===== src/rtl/escs_pkg.sv =====
/*
  Constants for the external sample clock select block: register offsets,
  reset values, range class codes and divider limits.
  Assumes a 16-bit register address and 32-bit register data.
*/
`default_nettype none
package escs_pkg;
  localparam int          ADDR_W         = 16;
  localparam int          DATA_W         = 32;
  localparam int          CNT_W          = 10;
  localparam int          RANGE_W        = 6;
  localparam int          DIV_W          = 11;
  localparam logic [15:0] OFS_DIV        = 16'h4e48;
  localparam logic [15:0] OFS_SRC_SEL    = 16'h4e84;
  localparam logic [15:0] OFS_CLK_OUT    = 16'h4e8c;
  localparam logic [15:0] OFS_TERM       = 16'h4e98;
  localparam logic [15:0] OFS_RANGE      = 16'h4ea2;
  localparam logic [15:0] OFS_STATUS     = 16'h4ea8;
  localparam logic [10:0] RST_DIV        = 11'h001;
  localparam logic [5:0]  RANGE_SINGLE   = 6'h02;
  localparam logic [5:0]  RANGE_BURST_S  = 6'h04;
  localparam logic [5:0]  RANGE_BURST_M  = 6'h08;
  localparam logic [5:0]  RANGE_BURST_L  = 6'h10;
  localparam logic [5:0]  range_class_extra_large_burst = 6'h20;
  localparam logic [5:0]  RST_RANGE      = RANGE_SINGLE;
  localparam int          STAT_SAMP_BIT  = 0;
  localparam int          STAT_DRV_BIT   = 1;
  localparam int          STAT_TERM_BIT  = 2;

  // Returns one for a divider value the clock path supports.
  function automatic logic div_legal(input logic [31:0] v);
    logic ok;
    ok = 1'b0;
    case (v)
      32'h1, 32'h2, 32'h4, 32'h8, 32'ha, 32'h10, 32'h14, 32'h28, 32'h32,
      32'h50, 32'h64, 32'hc8, 32'h190, 32'h1f4, 32'h320, 32'h3e8,
      32'h7d0: ok = 1'b1;
      default: ok = 1'b0;
    endcase
    return ok;
  endfunction : div_legal

  // Returns one for one of the five range class codes.
  function automatic logic range_legal(input logic [31:0] v);
    return (v == 32'(RANGE_SINGLE)) || (v == 32'(RANGE_BURST_S)) ||
           (v == 32'(RANGE_BURST_M)) || (v == 32'(RANGE_BURST_L)) ||
           (v == 32'(range_class_extra_large_burst));
  endfunction : range_legal
endpackage : escs_pkg
`default_nettype wire


===== src/rtl/escs_top.sv =====
/*
  External sample clock select and divider with its register port.
  Assumes the connector level, the internal clock level and all register
  strobes are synchronous to mclk_i, and that the external clock runs
  well below half of mclk_i.
*/
// Overview of operation
// Source select picks connector or internal clock.
// Termination only while connector is an input.
// External clock may stop; nothing breaks.
// Source stays below model maximum rate.
// Range class holds one-hot codes 2 to 32.
// Clock stays within class, 5 % margin.
// Software picks class from channel setup.
// Channel change needs fresh range class write.
// Sample clock is external clock divided.
// Only the seventeen listed divider values.
// With divider, source faster than 1 MS/s.
// Clock drives out only under internal clocking.
// Unsupported divider write is ignored.
`timescale 1ns/10ps
`default_nettype none

module escs_top (
  input  wire logic        mclk_i,
  input  wire logic        rst_i,
  input  wire logic        ce_i,
  input  wire logic [15:0] addr_i,
  input  wire logic [31:0] wdata_i,
  input  wire logic        wr_i,
  input  wire logic        rd_i,
  output logic      [31:0] rdata_o,
  input  wire logic        clk_conn_i,
  output logic             clk_conn_o,
  output logic             clk_conn_oe_o,
  input  wire logic        int_clk_i,
  output logic             sample_clk_o,
  output logic             ext_sel_o,
  output logic             term_en_o,
  output logic      [5:0]  range_sel_o
);

  // ---------------------------------------------------------------------
  // Register decode
  // ---------------------------------------------------------------------
  logic [10:0] div_reg;
  logic        ext_sel_reg;
  logic        clk_out_reg;
  logic        term_reg;
  logic [5:0]  range_reg;
  logic [9:0]  cnt_reg;
  logic [9:0]  cnt_next;
  logic        prev_reg;
  logic        samp_reg;
  logic        samp_next;
  logic        drive_reg;
  logic        term_out_reg;
  logic [31:0] rdata_reg;

  wire hit_div    = (addr_i == escs_pkg::OFS_DIV);
  wire hit_sel    = (addr_i == escs_pkg::OFS_SRC_SEL);
  wire hit_cko    = (addr_i == escs_pkg::OFS_CLK_OUT);
  wire hit_term   = (addr_i == escs_pkg::OFS_TERM);
  wire hit_range  = (addr_i == escs_pkg::OFS_RANGE);
  wire hit_status = (addr_i == escs_pkg::OFS_STATUS);

  wire        div_ok   = escs_pkg::div_legal(wdata_i);
  wire        range_ok = escs_pkg::range_legal(wdata_i);
  wire        wr_div   = ce_i && wr_i && hit_div && div_ok;
  wire        wr_range = ce_i && wr_i && hit_range && range_ok;

  wire [31:0] status_word = {29'h0, term_out_reg, drive_reg, samp_reg};

  wire [31:0] rd_mux =
    hit_div    ? {21'h0, div_reg} :
    hit_sel    ? {31'h0, ext_sel_reg} :
    hit_cko    ? {31'h0, clk_out_reg} :
    hit_term   ? {31'h0, term_reg} :
    hit_range  ? {26'h0, range_reg} :
    hit_status ? status_word : 32'h0000_0000;

  // ---------------------------------------------------------------------
  // Sample clock path
  // ---------------------------------------------------------------------
  wire [9:0] half_div = div_reg[10:1];
  wire       ext_rise = clk_conn_i && !prev_reg;
  wire       div_one  = (div_reg == escs_pkg::RST_DIV);
  wire       half_hit = (cnt_reg == (half_div - 10'h001));

  // With no external edge the divider simply holds, so DC is legal.
  always_comb begin
    samp_next = samp_reg;
    cnt_next  = cnt_reg;
    if (!ext_sel_reg) begin
      samp_next = int_clk_i;
      cnt_next  = 10'h000;
    end else if (div_one) begin
      samp_next = clk_conn_i;
      cnt_next  = 10'h000;
    end else if (ext_rise) begin
      if (half_hit) begin
        samp_next = !samp_reg;
        cnt_next  = 10'h000;
      end else begin
        cnt_next  = cnt_reg + 10'h001;
      end
    end
  end

  // Drive and termination register together, so they never overlap at the pin.
  wire drive_next = !ext_sel_reg && clk_out_reg;
  wire term_next  = term_reg && !drive_next;

  // ---------------------------------------------------------------------
  // Registers
  // ---------------------------------------------------------------------
  always_ff @(posedge mclk_i or posedge rst_i) begin
    if (rst_i) begin
      div_reg     <= escs_pkg::RST_DIV;
      ext_sel_reg <= 1'b0;
      clk_out_reg <= 1'b0;
      term_reg    <= 1'b0;
      range_reg   <= escs_pkg::RST_RANGE;
    end else if (ce_i) begin
      if (wr_div)
        div_reg <= wdata_i[10:0];
      if (wr_i && hit_sel)
        ext_sel_reg <= wdata_i[0];
      if (wr_i && hit_cko)
        clk_out_reg <= wdata_i[0];
      if (wr_i && hit_term)
        term_reg <= wdata_i[0];
      if (wr_range)
        range_reg <= wdata_i[5:0];
    end
  end

  always_ff @(posedge mclk_i or posedge rst_i) begin
    if (rst_i) begin
      cnt_reg      <= 10'h000;
      prev_reg     <= 1'b0;
      samp_reg     <= 1'b0;
      drive_reg    <= 1'b0;
      term_out_reg <= 1'b0;
      rdata_reg    <= 32'h0000_0000;
    end else if (ce_i) begin
      cnt_reg      <= wr_div ? 10'h000 : cnt_next;
      prev_reg     <= clk_conn_i;
      samp_reg     <= samp_next;
      drive_reg    <= drive_next;
      term_out_reg <= term_next;
      rdata_reg    <= rd_i ? rd_mux : 32'h0000_0000;
    end
  end

  assign rdata_o       = rdata_reg;
  assign sample_clk_o  = samp_reg;
  assign clk_conn_o    = samp_reg;
  assign clk_conn_oe_o = drive_reg;
  assign ext_sel_o     = ext_sel_reg;
  assign term_en_o     = term_out_reg;
  assign range_sel_o   = range_reg;

  // ---------------------------------------------------------------------
  // Assertions
  // ---------------------------------------------------------------------
  chk_ext_direct: assert property (@(posedge mclk_i) disable iff (rst_i)
    (ce_i && ext_sel_reg && div_one) |=> (samp_reg == $past(clk_conn_i)))
    else $error("external clock not passed through");

  chk_int_path: assert property (@(posedge mclk_i) disable iff (rst_i)
    (ce_i && !ext_sel_reg) |=> (samp_reg == $past(int_clk_i)))
    else $error("internal clock not selected");

  chk_term_input: assert property (@(posedge mclk_i) disable iff (rst_i)
    term_en_o |-> !clk_conn_oe_o)
    else $error("termination on while connector drives");

  chk_dc_hold: assert property (@(posedge mclk_i) disable iff (rst_i)
    (ce_i && ext_sel_reg && !div_one && !ext_rise) |=> $stable(samp_reg))
    else $error("divided clock moved without an input edge");

  chk_range_code: assert property (@(posedge mclk_i) disable iff (rst_i)
    (range_sel_o != 6'h00) && ((range_sel_o & (range_sel_o - 6'h01)) == 6'h00)
    && !range_sel_o[0])
    else $error("range class is not a valid one-hot code");

  chk_div_toggle: assert property (@(posedge mclk_i) disable iff (rst_i)
    (ce_i && ext_sel_reg && !div_one && ext_rise && half_hit && !wr_div)
    |=> (samp_reg != $past(samp_reg)) && (cnt_reg == 10'h000))
    else $error("divided clock missed its toggle");

  chk_div_set: assert property (@(posedge mclk_i) disable iff (rst_i)
    escs_pkg::div_legal({21'h0, div_reg}))
    else $error("divider holds an unsupported value");

  chk_oe_internal: assert property (@(posedge mclk_i) disable iff (rst_i)
    (ce_i && $past(ce_i) && $past(ext_sel_reg)) |-> !clk_conn_oe_o)
    else $error("connector driven under external clocking");

  chk_div_ignore: assert property (@(posedge mclk_i) disable iff (rst_i)
    (ce_i && wr_i && hit_div && !div_ok) |=> $stable(div_reg))
    else $error("unsupported divider write took effect");

  chk_term_follow: assert property (@(posedge mclk_i) disable iff (rst_i)
    (ce_i && term_reg && !drive_next) |=> term_en_o)
    else $error("termination missing on an input connector");

  chk_range_ignore: assert property (@(posedge mclk_i) disable iff (rst_i)
    (ce_i && wr_i && hit_range && !range_ok) |=> $stable(range_reg))
    else $error("unsupported range class write took effect");

  chk_cnt_bound: assert property (@(posedge mclk_i) disable iff (rst_i)
    (ext_sel_reg && !div_one) |-> (cnt_reg < half_div))
    else $error("divider count passed its half period");

  chk_oe_follow: assert property (@(posedge mclk_i) disable iff (rst_i)
    (ce_i && !ext_sel_reg && clk_out_reg) |=> clk_conn_oe_o)
    else $error("connector not driven under internal clocking");

endmodule : escs_top

`default_nettype wire


===== config.mk =====
export PLATFORM = sky130hd
export DESIGN_NAME = escs_top
export DESIGN_NICKNAME = d
export VERILOG_FILES = /design/src/rtl/escs_pkg.sv /design/src/rtl/escs_top.sv
export SDC_FILE = /design/constraint.sdc
export NUM_CORES = 1
export LEC_CHECK = 0
export BUFFER_PORTS_ARGS = -buffer_cell sky130_fd_sc_hd__buf_2
export CAP_MARGIN = 20
export CORE_ASPECT_RATIO = 1.2
export CORE_MARGIN = 2
export CORE_UTILIZATION = 50
export DETAILED_ROUTE_END_ITERATION = 7
export PLACE_DENSITY = 0.78
export SYNTH_ARGS = -nofsm -noshare
export SYNTH_HDL_FRONTEND = slang
export SYNTH_SLANG_ARGS = --single-unit
export TNS_END_PERCENT = 5

===== constraint.sdc =====
create_clock -name mclk_i -period 6 [get_ports mclk_i]
set_input_delay 0.9 -clock mclk_i [delete_from_list [all_inputs] [get_ports mclk_i]]
set_output_delay 0.9 -clock mclk_i [all_outputs]
set_load 0.03 [all_outputs]

== After elaboration in Yosys (flattened, before gate mapping) ==
Cells that the tools add are included.

* Equal/unequal tests: 29
* Muxes and demuxes: 17
* Bitwise logic cells: 0
* Add/sub/neg operators: 2
* Reductions and logical operators: 27
* $mul: 0
* Magnitude comparators: 0
* Shift-type cells: 0
* Divide/modulo/power cells: 0

{| class="wikitable"
|+ Operators by type and width
! cell !! count
|-
| equality test 16 x 15 -> 1 bit, second input constant || 6
|-
| equality test 32 x 6 -> 1 bit, second input constant || 3
|-
| equality test 32 x 10 -> 1 bit, second input constant || 2
|-
| equality test 32 x 4 -> 1 bit, second input constant || 2
|-
| equality test 32 x 5 -> 1 bit, second input constant || 2
|-
| equality test 32 x 7 -> 1 bit, second input constant || 2
|-
| equality test 32 x 9 -> 1 bit, second input constant || 2
|-
| two-way mux 10 bit || 5
|-
| equality test 32 x 1 -> 1 bit, second input constant || 1
|-
| equality test 32 x 11 -> 1 bit, second input constant || 1
|-
| equality test 32 x 2 -> 1 bit, second input constant || 1
|-
| equality test 32 x 3 -> 1 bit, second input constant || 1
|-
| equality test 32 x 8 -> 1 bit, second input constant || 1
|-
| two-way mux 6 bit || 4
|-
| two-way mux 11 bit || 2
|-
| OR reduction 17 bit || 1
|-
| AND reduction 2 bit || 6
|-
| equality test 11 x 1 -> 1 bit, second input constant || 1
|-
| logical AND 1 bit || 11
|-
| adder 10 x 1 -> 10 bit, second input constant || 1
|-
| equality test 10 bit || 1
|-
| subtractor 10 x 1 -> 10 bit, second input constant || 1
|-
| inequality test 3 x 1 -> 1 bit, second input constant || 2
|-
| two-way mux 1 bit || 5
|-
| other kinds (5) || 11
|}

* Bits of input ports: 55
* Output and inout bits: 43
* Memories kept: 0
* Bits in read-only memories: 0
* Word-level logic and storage cells: 86
* Memory bits (writable): 0
* Latch bits: 0
* Flip-flop bits (word level): 66

== Longest topological paths before layout ==
Gate-level depths: netlist of the first run.

* Depth after elaboration: 8
* Gate-level depth with buffers: 11
* Mapped depth without buffers: 9

== Least setup slack after synthesis of the first run ==
Ideal clock, no wire load.

* Path type: input -> register
* From: in wdata_i[6]
* To: reg div_reg[0]
* Arrival time: 2.917 ns
* Slack: 3.001 ns
* Buffers on the path: 2
* Data required time: 5.918 ns
* Stages: 9
* Setup time: 0.082 ns
* Path through: clkbuf_1 > and3_1 > a21oi_1 > o32ai_1 > o2111a_1 > nor3_1 > o32ai_2 > buf_6 > mux2_2

* Word-level cells in the longest chain between the ends: 5
* Elaborated cells on any way between the ends: 21
* Those cells by class: 17 x eq/ne; 1 x mux; 3 x reduce/logical

{| class="wikitable"
|+ Ends and longest elaborated chain
! element !! RTL line !! text
|-
| start, declared || escs_top.sv:29 || <nowiki>input wire logic [31:0] wdata_i,</nowiki>
|-
| equality test 32 x 2 -> 1 bit, or another cell as far along || escs_pkg.sv:34 || <nowiki>case (v)</nowiki>
|-
| OR reduction 17 bit (*) || escs_pkg.sv:34 ||
|-
| two-way mux 1 bit (*) || escs_pkg.sv:34 ||
|-
| logical AND 1 bit (*) || escs_top.sv:69 || <nowiki>wire wr_div = ce_i && wr_i && hit_div && div_ok;</nowiki>
|-
| AND reduction 2 bit (no source line) (*) || -- ||
|-
| end signal, assigned || escs_top.sv:119 || <nowiki>div_reg <= escs_pkg::RST_DIV;</nowiki>
|-
| end signal, assigned || escs_top.sv:126 || <nowiki>div_reg <= wdata_i[10:0];</nowiki>
|-
| end, declared || escs_top.sv:46 || <nowiki>logic [10:0] div_reg;</nowiki>
|}

Every way passes the cells marked *; elsewhere a longest branch is shown, timed or not.
A chain may end at the register's enable or synchronous reset.

== Worst setup path in the final report of the first run ==
* From: reg div_reg[1]
* To: reg cnt_reg[8]

* Word-level cells in the longest chain between the ends: 7
* Elaborated cells on any way between the ends: 10
* Those cells by class: 1 x add/sub; 3 x eq/ne; 5 x mux; 1 x reduce/logical

{| class="wikitable"
|+ Ends and longest elaborated chain
! element !! RTL line !! text
|-
| subtractor 10 x 1 -> 10 bit || escs_top.sv:88 || <nowiki>wire half_hit = (cnt_reg == (half_div - 10'h001));</nowiki>
|-
| equality test 10 bit || escs_top.sv:88 ||
|-
| two-way mux 10 bit || escs_top.sv:101 || <nowiki>if (half_hit) begin</nowiki>
|-
| two-way mux 10 bit || escs_top.sv:100 || <nowiki>end else if (ext_rise) begin</nowiki>
|-
| two-way mux 10 bit || escs_top.sv:97 || <nowiki>end else if (div_one) begin</nowiki>
|-
| two-way mux 10 bit || escs_top.sv:94 || <nowiki>if (!ext_sel_reg) begin</nowiki>
|-
| two-way mux 10 bit || escs_top.sv:147 || <nowiki>cnt_reg <= wr_div ? 10'h000 : cnt_next;</nowiki>
|-
| end signal, assigned || escs_top.sv:147 ||
|-
| end, declared || escs_top.sv:51 || <nowiki>logic [9:0] cnt_reg;</nowiki>
|}

Parallel ways exist; a longest one is shown, timed or not. The select of a mux whose other input is x is not followed.

==> flow_summary.json, run 1 <==
{
  "synthToLayoutAreaGrowth_pct": 13.75,
  "synth_seq_cells": 45,
  "wl_met1_um": 3203,
  "endpoint_kind": "flip-flop",
  "drc": 0,
  "start_kind": "flip-flop",
  "insertion_delay_ps": 300,
  "final_hold_viol_count": 0,
  "die_area_um2": 6971,
  "grt_remaining_overflow": 0,
  "maxCapViolCount": 0,
  "synth_cells": 369,
  "drive_gt1_frac": 0.2627,
  "die_h_um": 91.06,
  "grt_pass1_vias": 2865,
  "final_cell_mix": "76 x buf_2, 43 x dfrtp_1, 40 x nand2_1",
  "die_w_um": 76.55,
  "rsz0062_at_grt": "no",
  "finalClockSkew_ps": 11.19,
  "ys_types": 66,
  "coreArea_um2": 6090,
  "path_buf_inv": 1,
  "synth_area_leaders": "dfrtp_1 34%, mux2_2 7.1%, buf_4 5.2%, nand2_1 4.8%, nand3_1 3.6%",
  "final_common_cell": "buf_2",
  "arrival_ps": 3350,
  "synth_ff_type": "dfrtp_1",
  "finalSetupTns_ps": 0,
  "synth_area_um2": 3158,
  "cts_tree": "built",
  "wl_met3_um": 398,
  "start_util": 0.5186,
  "dp.cells": 507,
  "status": "finished, final reports clean",
  "max_freq_ghz": 0.3201,
  "io_pins": 98,
  "final_core_util": 0.5899,
  "path_max_fanout": 19,
  "row_count": 31,
  "yosysTopAreaCellShare": 0.3407,
  "grt_use_total": 0.2282,
  "drtPass1Iterations": 4,
  "vias": 2952,
  "routabilityCongestion": 0.7939,
  "dr_wl_met2_um": 4171,
  "clockBufferDepth": 2,
  "cts.htree.levels": 2,
  "grt_max_degree": 46,
  "irDropWorstVdd_uv": 174.1,
  "portBuffers": 76,
  "synth.avg_cell_area_um2": 8.558,
  "synth_edf_count": 0,
  "drv_slew": 0,
  "crit_chain": "inv_1, ha_1, nor3b_1, a221oi_1, o21bai_1, a32oi_1, a21oi_2, o211ai_1, a31oi_1",
  "drtIter0Drc": 230,
  "wl_per_cell_um": 15.22,
  "worstPathRequired_ps": 6220,
  "layout_min_cycle_time_ps": 3124,
  "cpPeakStageDelay_ps": 660,
  "drt-vias-per-instance": 5.721,
  "hold_class": "flip-flop to flip-flop",
  "path_clk_slew_ps": 90,
  "cpMaxStageDelayCell": "a21oi_2",
  "synth_seq_area_share": 0.3574,
  "dp_hpwl_um": 5938,
  "final_antenna_net_count": 0,
  "cp_top_family": "compound AO/OA/AOI/OAI gates",
  "grt_pass1_wl_um": 13200,
  "fin_total_pwr_mw": 0.6276,
  "top_layer": "met4",
  "cts_sinks": 45,
  "cts_resized": 0,
  "antenna_found_initial": 0,
  "leakage_nw": 1.649,
  "async_flop_share": 1.000,
  "synth_warnings": 0,
  "cts_buffers": 5,
  "powerDensity_nw_per_um2": 174.7,
  "cts-hold-fix-buffers": 0,
  "cts_setup_buffers": 0,
  "tightest_slew_ps": 810.9,
  "n_antenna_cell": 0,
  "finalNetCount": 490,
  "setup_viol": 0,
  "finalNonFillerCells": 516,
  "fin_crit_sh": 0.5207,
  "clockRootBuffer": "clkbuf_8",
  "slew_headroom": 0.4594,
  "routed_wl_um": 7854,
  "yosysTopAreaCell": "dfrtp_1",
  "crit_type": "flip-flop to flip-flop"
}
[power by group]
part	internal [mW]	switching (mW)	total [mW]
Combinational	0.0244	0.0566	0.0810
Clock	0.136	0.104	0.240
Sequential	0.305	0.00169	0.306
Total	0.465	0.163	0.628
[path summary, 6_finish.rpt]
check | from | endpoint | slack [ps] | depth (start not counted)
setup reg to reg | div_reg[1] | cnt_reg[8] | 2880 | 9
hold / removal | prev_reg | prev_reg | 530 | 1
min in group asynchronous | rst_i | cnt_reg[4] | 720 | 3
hold reg to reg | prev_reg | prev_reg | 530 | 1
max in group asynchronous | rst_i | range_sel_o[1] | 4890 | 3
setup / recovery | div_reg[1] | cnt_reg[8] | 2880 | 9
[cell usage after synthesis (2+ instances only)]
| cell type | n |
|---|---|
| o22ai_1 | 7 |
| o211ai_1 | 3 |
| nor3b_1 | 6 |
| buf_6 | 3 |
| nor3_1 | 13 |
| a31oi_1 | 10 |
| nor2b_1 | 6 |
| dfstp_2 | 2 |
| nor4b_1 | 4 |
| nor4_1 | 9 |
| buf_4 | 22 |
| xnor2_1 | 7 |
| a21oi_1 | 8 |
| clkbuf_1 | 15 |
| o21ai_0 | 13 |
| ha_1 | 2 |
| nand2_1 | 40 |
| mux2_2 | 20 |
| nand3b_1 | 2 |
| a211oi_1 | 2 |
| a22oi_1 | 3 |
| o2111ai_1 | 2 |
| or3_1 | 3 |
| dfrtp_1 | 43 |
| o21a_1 | 2 |
| nand4_1 | 8 |
| inv_1 | 20 |
| nand4b_1 | 2 |
| buf_2 | 2 |
| and2_1 | 2 |
| a222oi_1 | 2 |
| nor2_1 | 22 |
| nand3_1 | 23 |
| and4_1 | 2 |
| xor2_1 | 3 |
| and3_1 | 5 |
| a221oi_1 | 2 |
[cell type report]
class                      count  area, um2
sequential                    45       1129
timing repair buffer          80      410.4
inverter                      20      75.07
fill                         550       2497
multi-input combinational    281       1759
tap                           82      102.6
clock buffer                   7      86.33
clock inverter                 1      30.03
[logic make-up (layout without fill, tap and decap cells)]
| group | Yosys count | in the layout | share of synthesized area |
|---|---|---|---|
| compound gates | 70 | 70 | 0.1549 |
| xor+xnor | 10 | 10 | 0.02774 |
| fa+ha+maj | 2 | 2 | 0.007923 |
| buf+inv | 63 | 108 | 0.1093 |
| flops | 45 | 45 | 0.3574 |
| mux | 21 | 21 | 0.07449 |
| other cells | 1 | 21 | 0.001187 |
| simple gates | 157 | 157 | 0.2670 |
[metal layers]
metal,vias up,track usage
met3,8,0.04175
met5,-,0
li1,1429,-
met2,83,0.4012
met4,0,0.06515
met1,1432,0.2857
[metrics by stage]
step                      cell area, um2  hold WS (ps)  setup slack [ps]
after floorplan                     3233         481.4              3001
after global placement              3468         492.1              2784
after detailed placement            3468         504.6              2710
after CTS                           3585         524.2              2984
after global routing                3592         532.7              2645
final                               3592         525.3              2876
(Power assumes the default switching activity.)
==> run 2: changes to the inputs <==
--- a/config.mk
+++ b/config.mk
@@ -9,9 +9,9 @@
 export CAP_MARGIN = 20
 export CORE_ASPECT_RATIO = 1.2
 export CORE_MARGIN = 2
-export CORE_UTILIZATION = 50
+export CORE_UTILIZATION = 47
 export DETAILED_ROUTE_END_ITERATION = 7
-export PLACE_DENSITY = 0.78
+export PLACE_DENSITY = 0.77
 export SYNTH_ARGS = -nofsm -noshare
 export SYNTH_HDL_FRONTEND = slang
 export SYNTH_SLANG_ARGS = --single-unit
==> constraint.sdc (replaced) <==
create_clock -name mclk_i -period 2.8 [get_ports mclk_i]
set_input_delay 0.42 -clock mclk_i [delete_from_list [all_inputs] [get_ports mclk_i]]
set_output_delay 0.42 -clock mclk_i [all_outputs]
set_load 0.03 [all_outputs]
==> flow_summary.json, run 2 (same netlist as run 1, synthesis figures left out) <==
{
  "fin_crit_sh": 0.9367,
  "start_kind": "flip-flop",
  "setup_viol": 0,
  "path_clk_slew_ps": 80,
  "io_pins": 98,
  "worstPathRequired_ps": 3010,
  "leakage_nw": 1.680,
  "final_cell_mix": "76 x buf_2, 43 x dfrtp_1, 40 x nand2_1",
  "cts_sinks": 45,
  "die_h_um": 93.80,
  "drc": 0,
  "final_common_cell": "buf_2",
  "grt_pass1_wl_um": 13090,
  "n_antenna_cell": 0,
  "vias": 3023,
  "startpoint": "div_reg[1]",
  "grt_max_degree": 33,
  "endpoint_kind": "flip-flop",
  "die_area_um2": 7394,
  "grt_use_total": 0.2219,
  "dp_hpwl_um": 6128,
  "insertion_delay_ps": 310,
  "arrival_ps": 2830,
  "routed_wl_um": 8004,
  "finalNetCount": 499,
  "coreArea_um2": 6486,
  "final_hold_viol_count": 0,
  "dp.cells": 520,
  "maxCapViolCount": 0,
  "antenna_found_initial": 0,
  "rrSetupSlack_ps": 180,
  "hold_class": "input port to async pin",
  "routabilityCongestion": 0.8915,
  "powerDensity_nw_per_um2": 337.1,
  "fin_ws_ps": 177.2,
  "design_area_um2": 3652,
  "cts_buffers": 5,
  "wl_per_cell_um": 15.19,
  "timing.rr.start": "div_reg[1]",
  "path_max_fanout": 19,
  "cts-hold-fix-buffers": 0,
  "timing.hold.ws_ps": 65.60,
  "drive_gt1_frac": 0.2783,
  "place_ws_ps": 131.3,
  "die_w_um": 78.83,
  "reg2reg_to": "clk_conn_o",
  "fin_total_pwr_mw": 1.231,
  "cts.htree.levels": 2,
  "clockBufferDepth": 2,
  "clockRootBuffer": "clkbuf_8",
  "finalNonFillerCells": 527,
  "rsz0062_at_grt": "no",
  "portBuffers": 76,
  "row_count": 32,
  "drv_slew": 0,
  "slew_headroom": 0.3057,
  "grt_remaining_overflow": 0,
  "drtIter0Drc": 190,
  "crit_type": "flip-flop to flip-flop",
  "status": "finished, final reports clean",
  "irDropWorstVdd_uv": 195.9,
  "final_core_util": 0.5631,
  "finalClockSkew_ps": 8.398,
  "dpl_cell_area_um2": 3560,
  "r2r_cells": 8,
  "start_util": 0.4869,
  "cts_tree": "built",
  "final_antenna_net_count": 0,
  "tightest_slew_ps": 1035,
  "finalSetupTns_ps": 0,
  "drtPass1Iterations": 5,
  "layout_min_cycle_time_ps": 2623,
  "drt-vias-per-instance": 5.736,
  "max_freq_ghz": 0.3813,
  "crit_path_end": "clk_conn_o",
  "synthToLayoutAreaGrowth_pct": 15.65,
  "grt_pass1_vias": 2824
}
[run 2: cell types whose count changed in the layout (fill, tap and decap cells not counted)]
cell and delta:
bufinv_16 -1, clkinv_4 +1, clkbuf_8 -1, clkinvlp_4 +1, a21oi_4 +1, a21oi_2 -1
buf_4 +8, clkbuf_1 -1, buf_12 +1
[run 2: per-layer routing]
| layer | vias to the layer above | track usage | routed length (um) |
|---|---|---|---|
| li1 | 1450 | - | - |
| met1 | 1452 | 0.2682 | 3301 |
| met2 | 106 | 0.3903 | 4114 |
| met3 | 15 | 0.05481 | 447 |
| met4 | 0 | 0.06466 | 141 |
| met5 | - | 0 | 0 |
[run 2: worst min-delay path by stage]
stage | from | endpoint
CTS | rst_i | cnt_reg[6]
global placement | rst_i | clk_conn_o
floorplan | prev_reg | prev_reg
detailed placement | rst_i | rdata_o[9]
global route | rst_i | cnt_reg[9]
finish | rst_i | clk_conn_o
[run 2: final cells by class]
class | count | area (um2)
Clock buffer | 5 | 68.82
Clock inverter | 2 | 16.27
Fill cell | 616 | 2834
Inverter | 20 | 75.07
Multi-Input combinational cell | 281 | 1767
Sequential cell | 45 | 1129
Tap cell | 85 | 106.4
Timing Repair Buffer | 89 | 490.5
[run 2: worst max-delay path: stages (launching register included)]
cell and delay [ps]:
dfrtp_1 420, inv_1 70, ha_1 160, nor3b_1 310
a21oi_1 150, or4bb_1 500, a32oi_1 400, a21oi_4 210
a211oi_1 300
[run 2: report_power, final]
part / leakage, nW / switching, mW / internal, mW
Sequential: 0.610 / 0.00319 / 0.653
Clock: 0.0402 / 0.226 / 0.172
Combinational: 1.03 / 0.124 / 0.0532
Total: 1.68 / 0.353 / 0.878
[run 2: timing repair]
item	in CTS	in global routing
gates resized for setup	0	1
buffers inserted	0	0
setup endpoints to repair	0	8
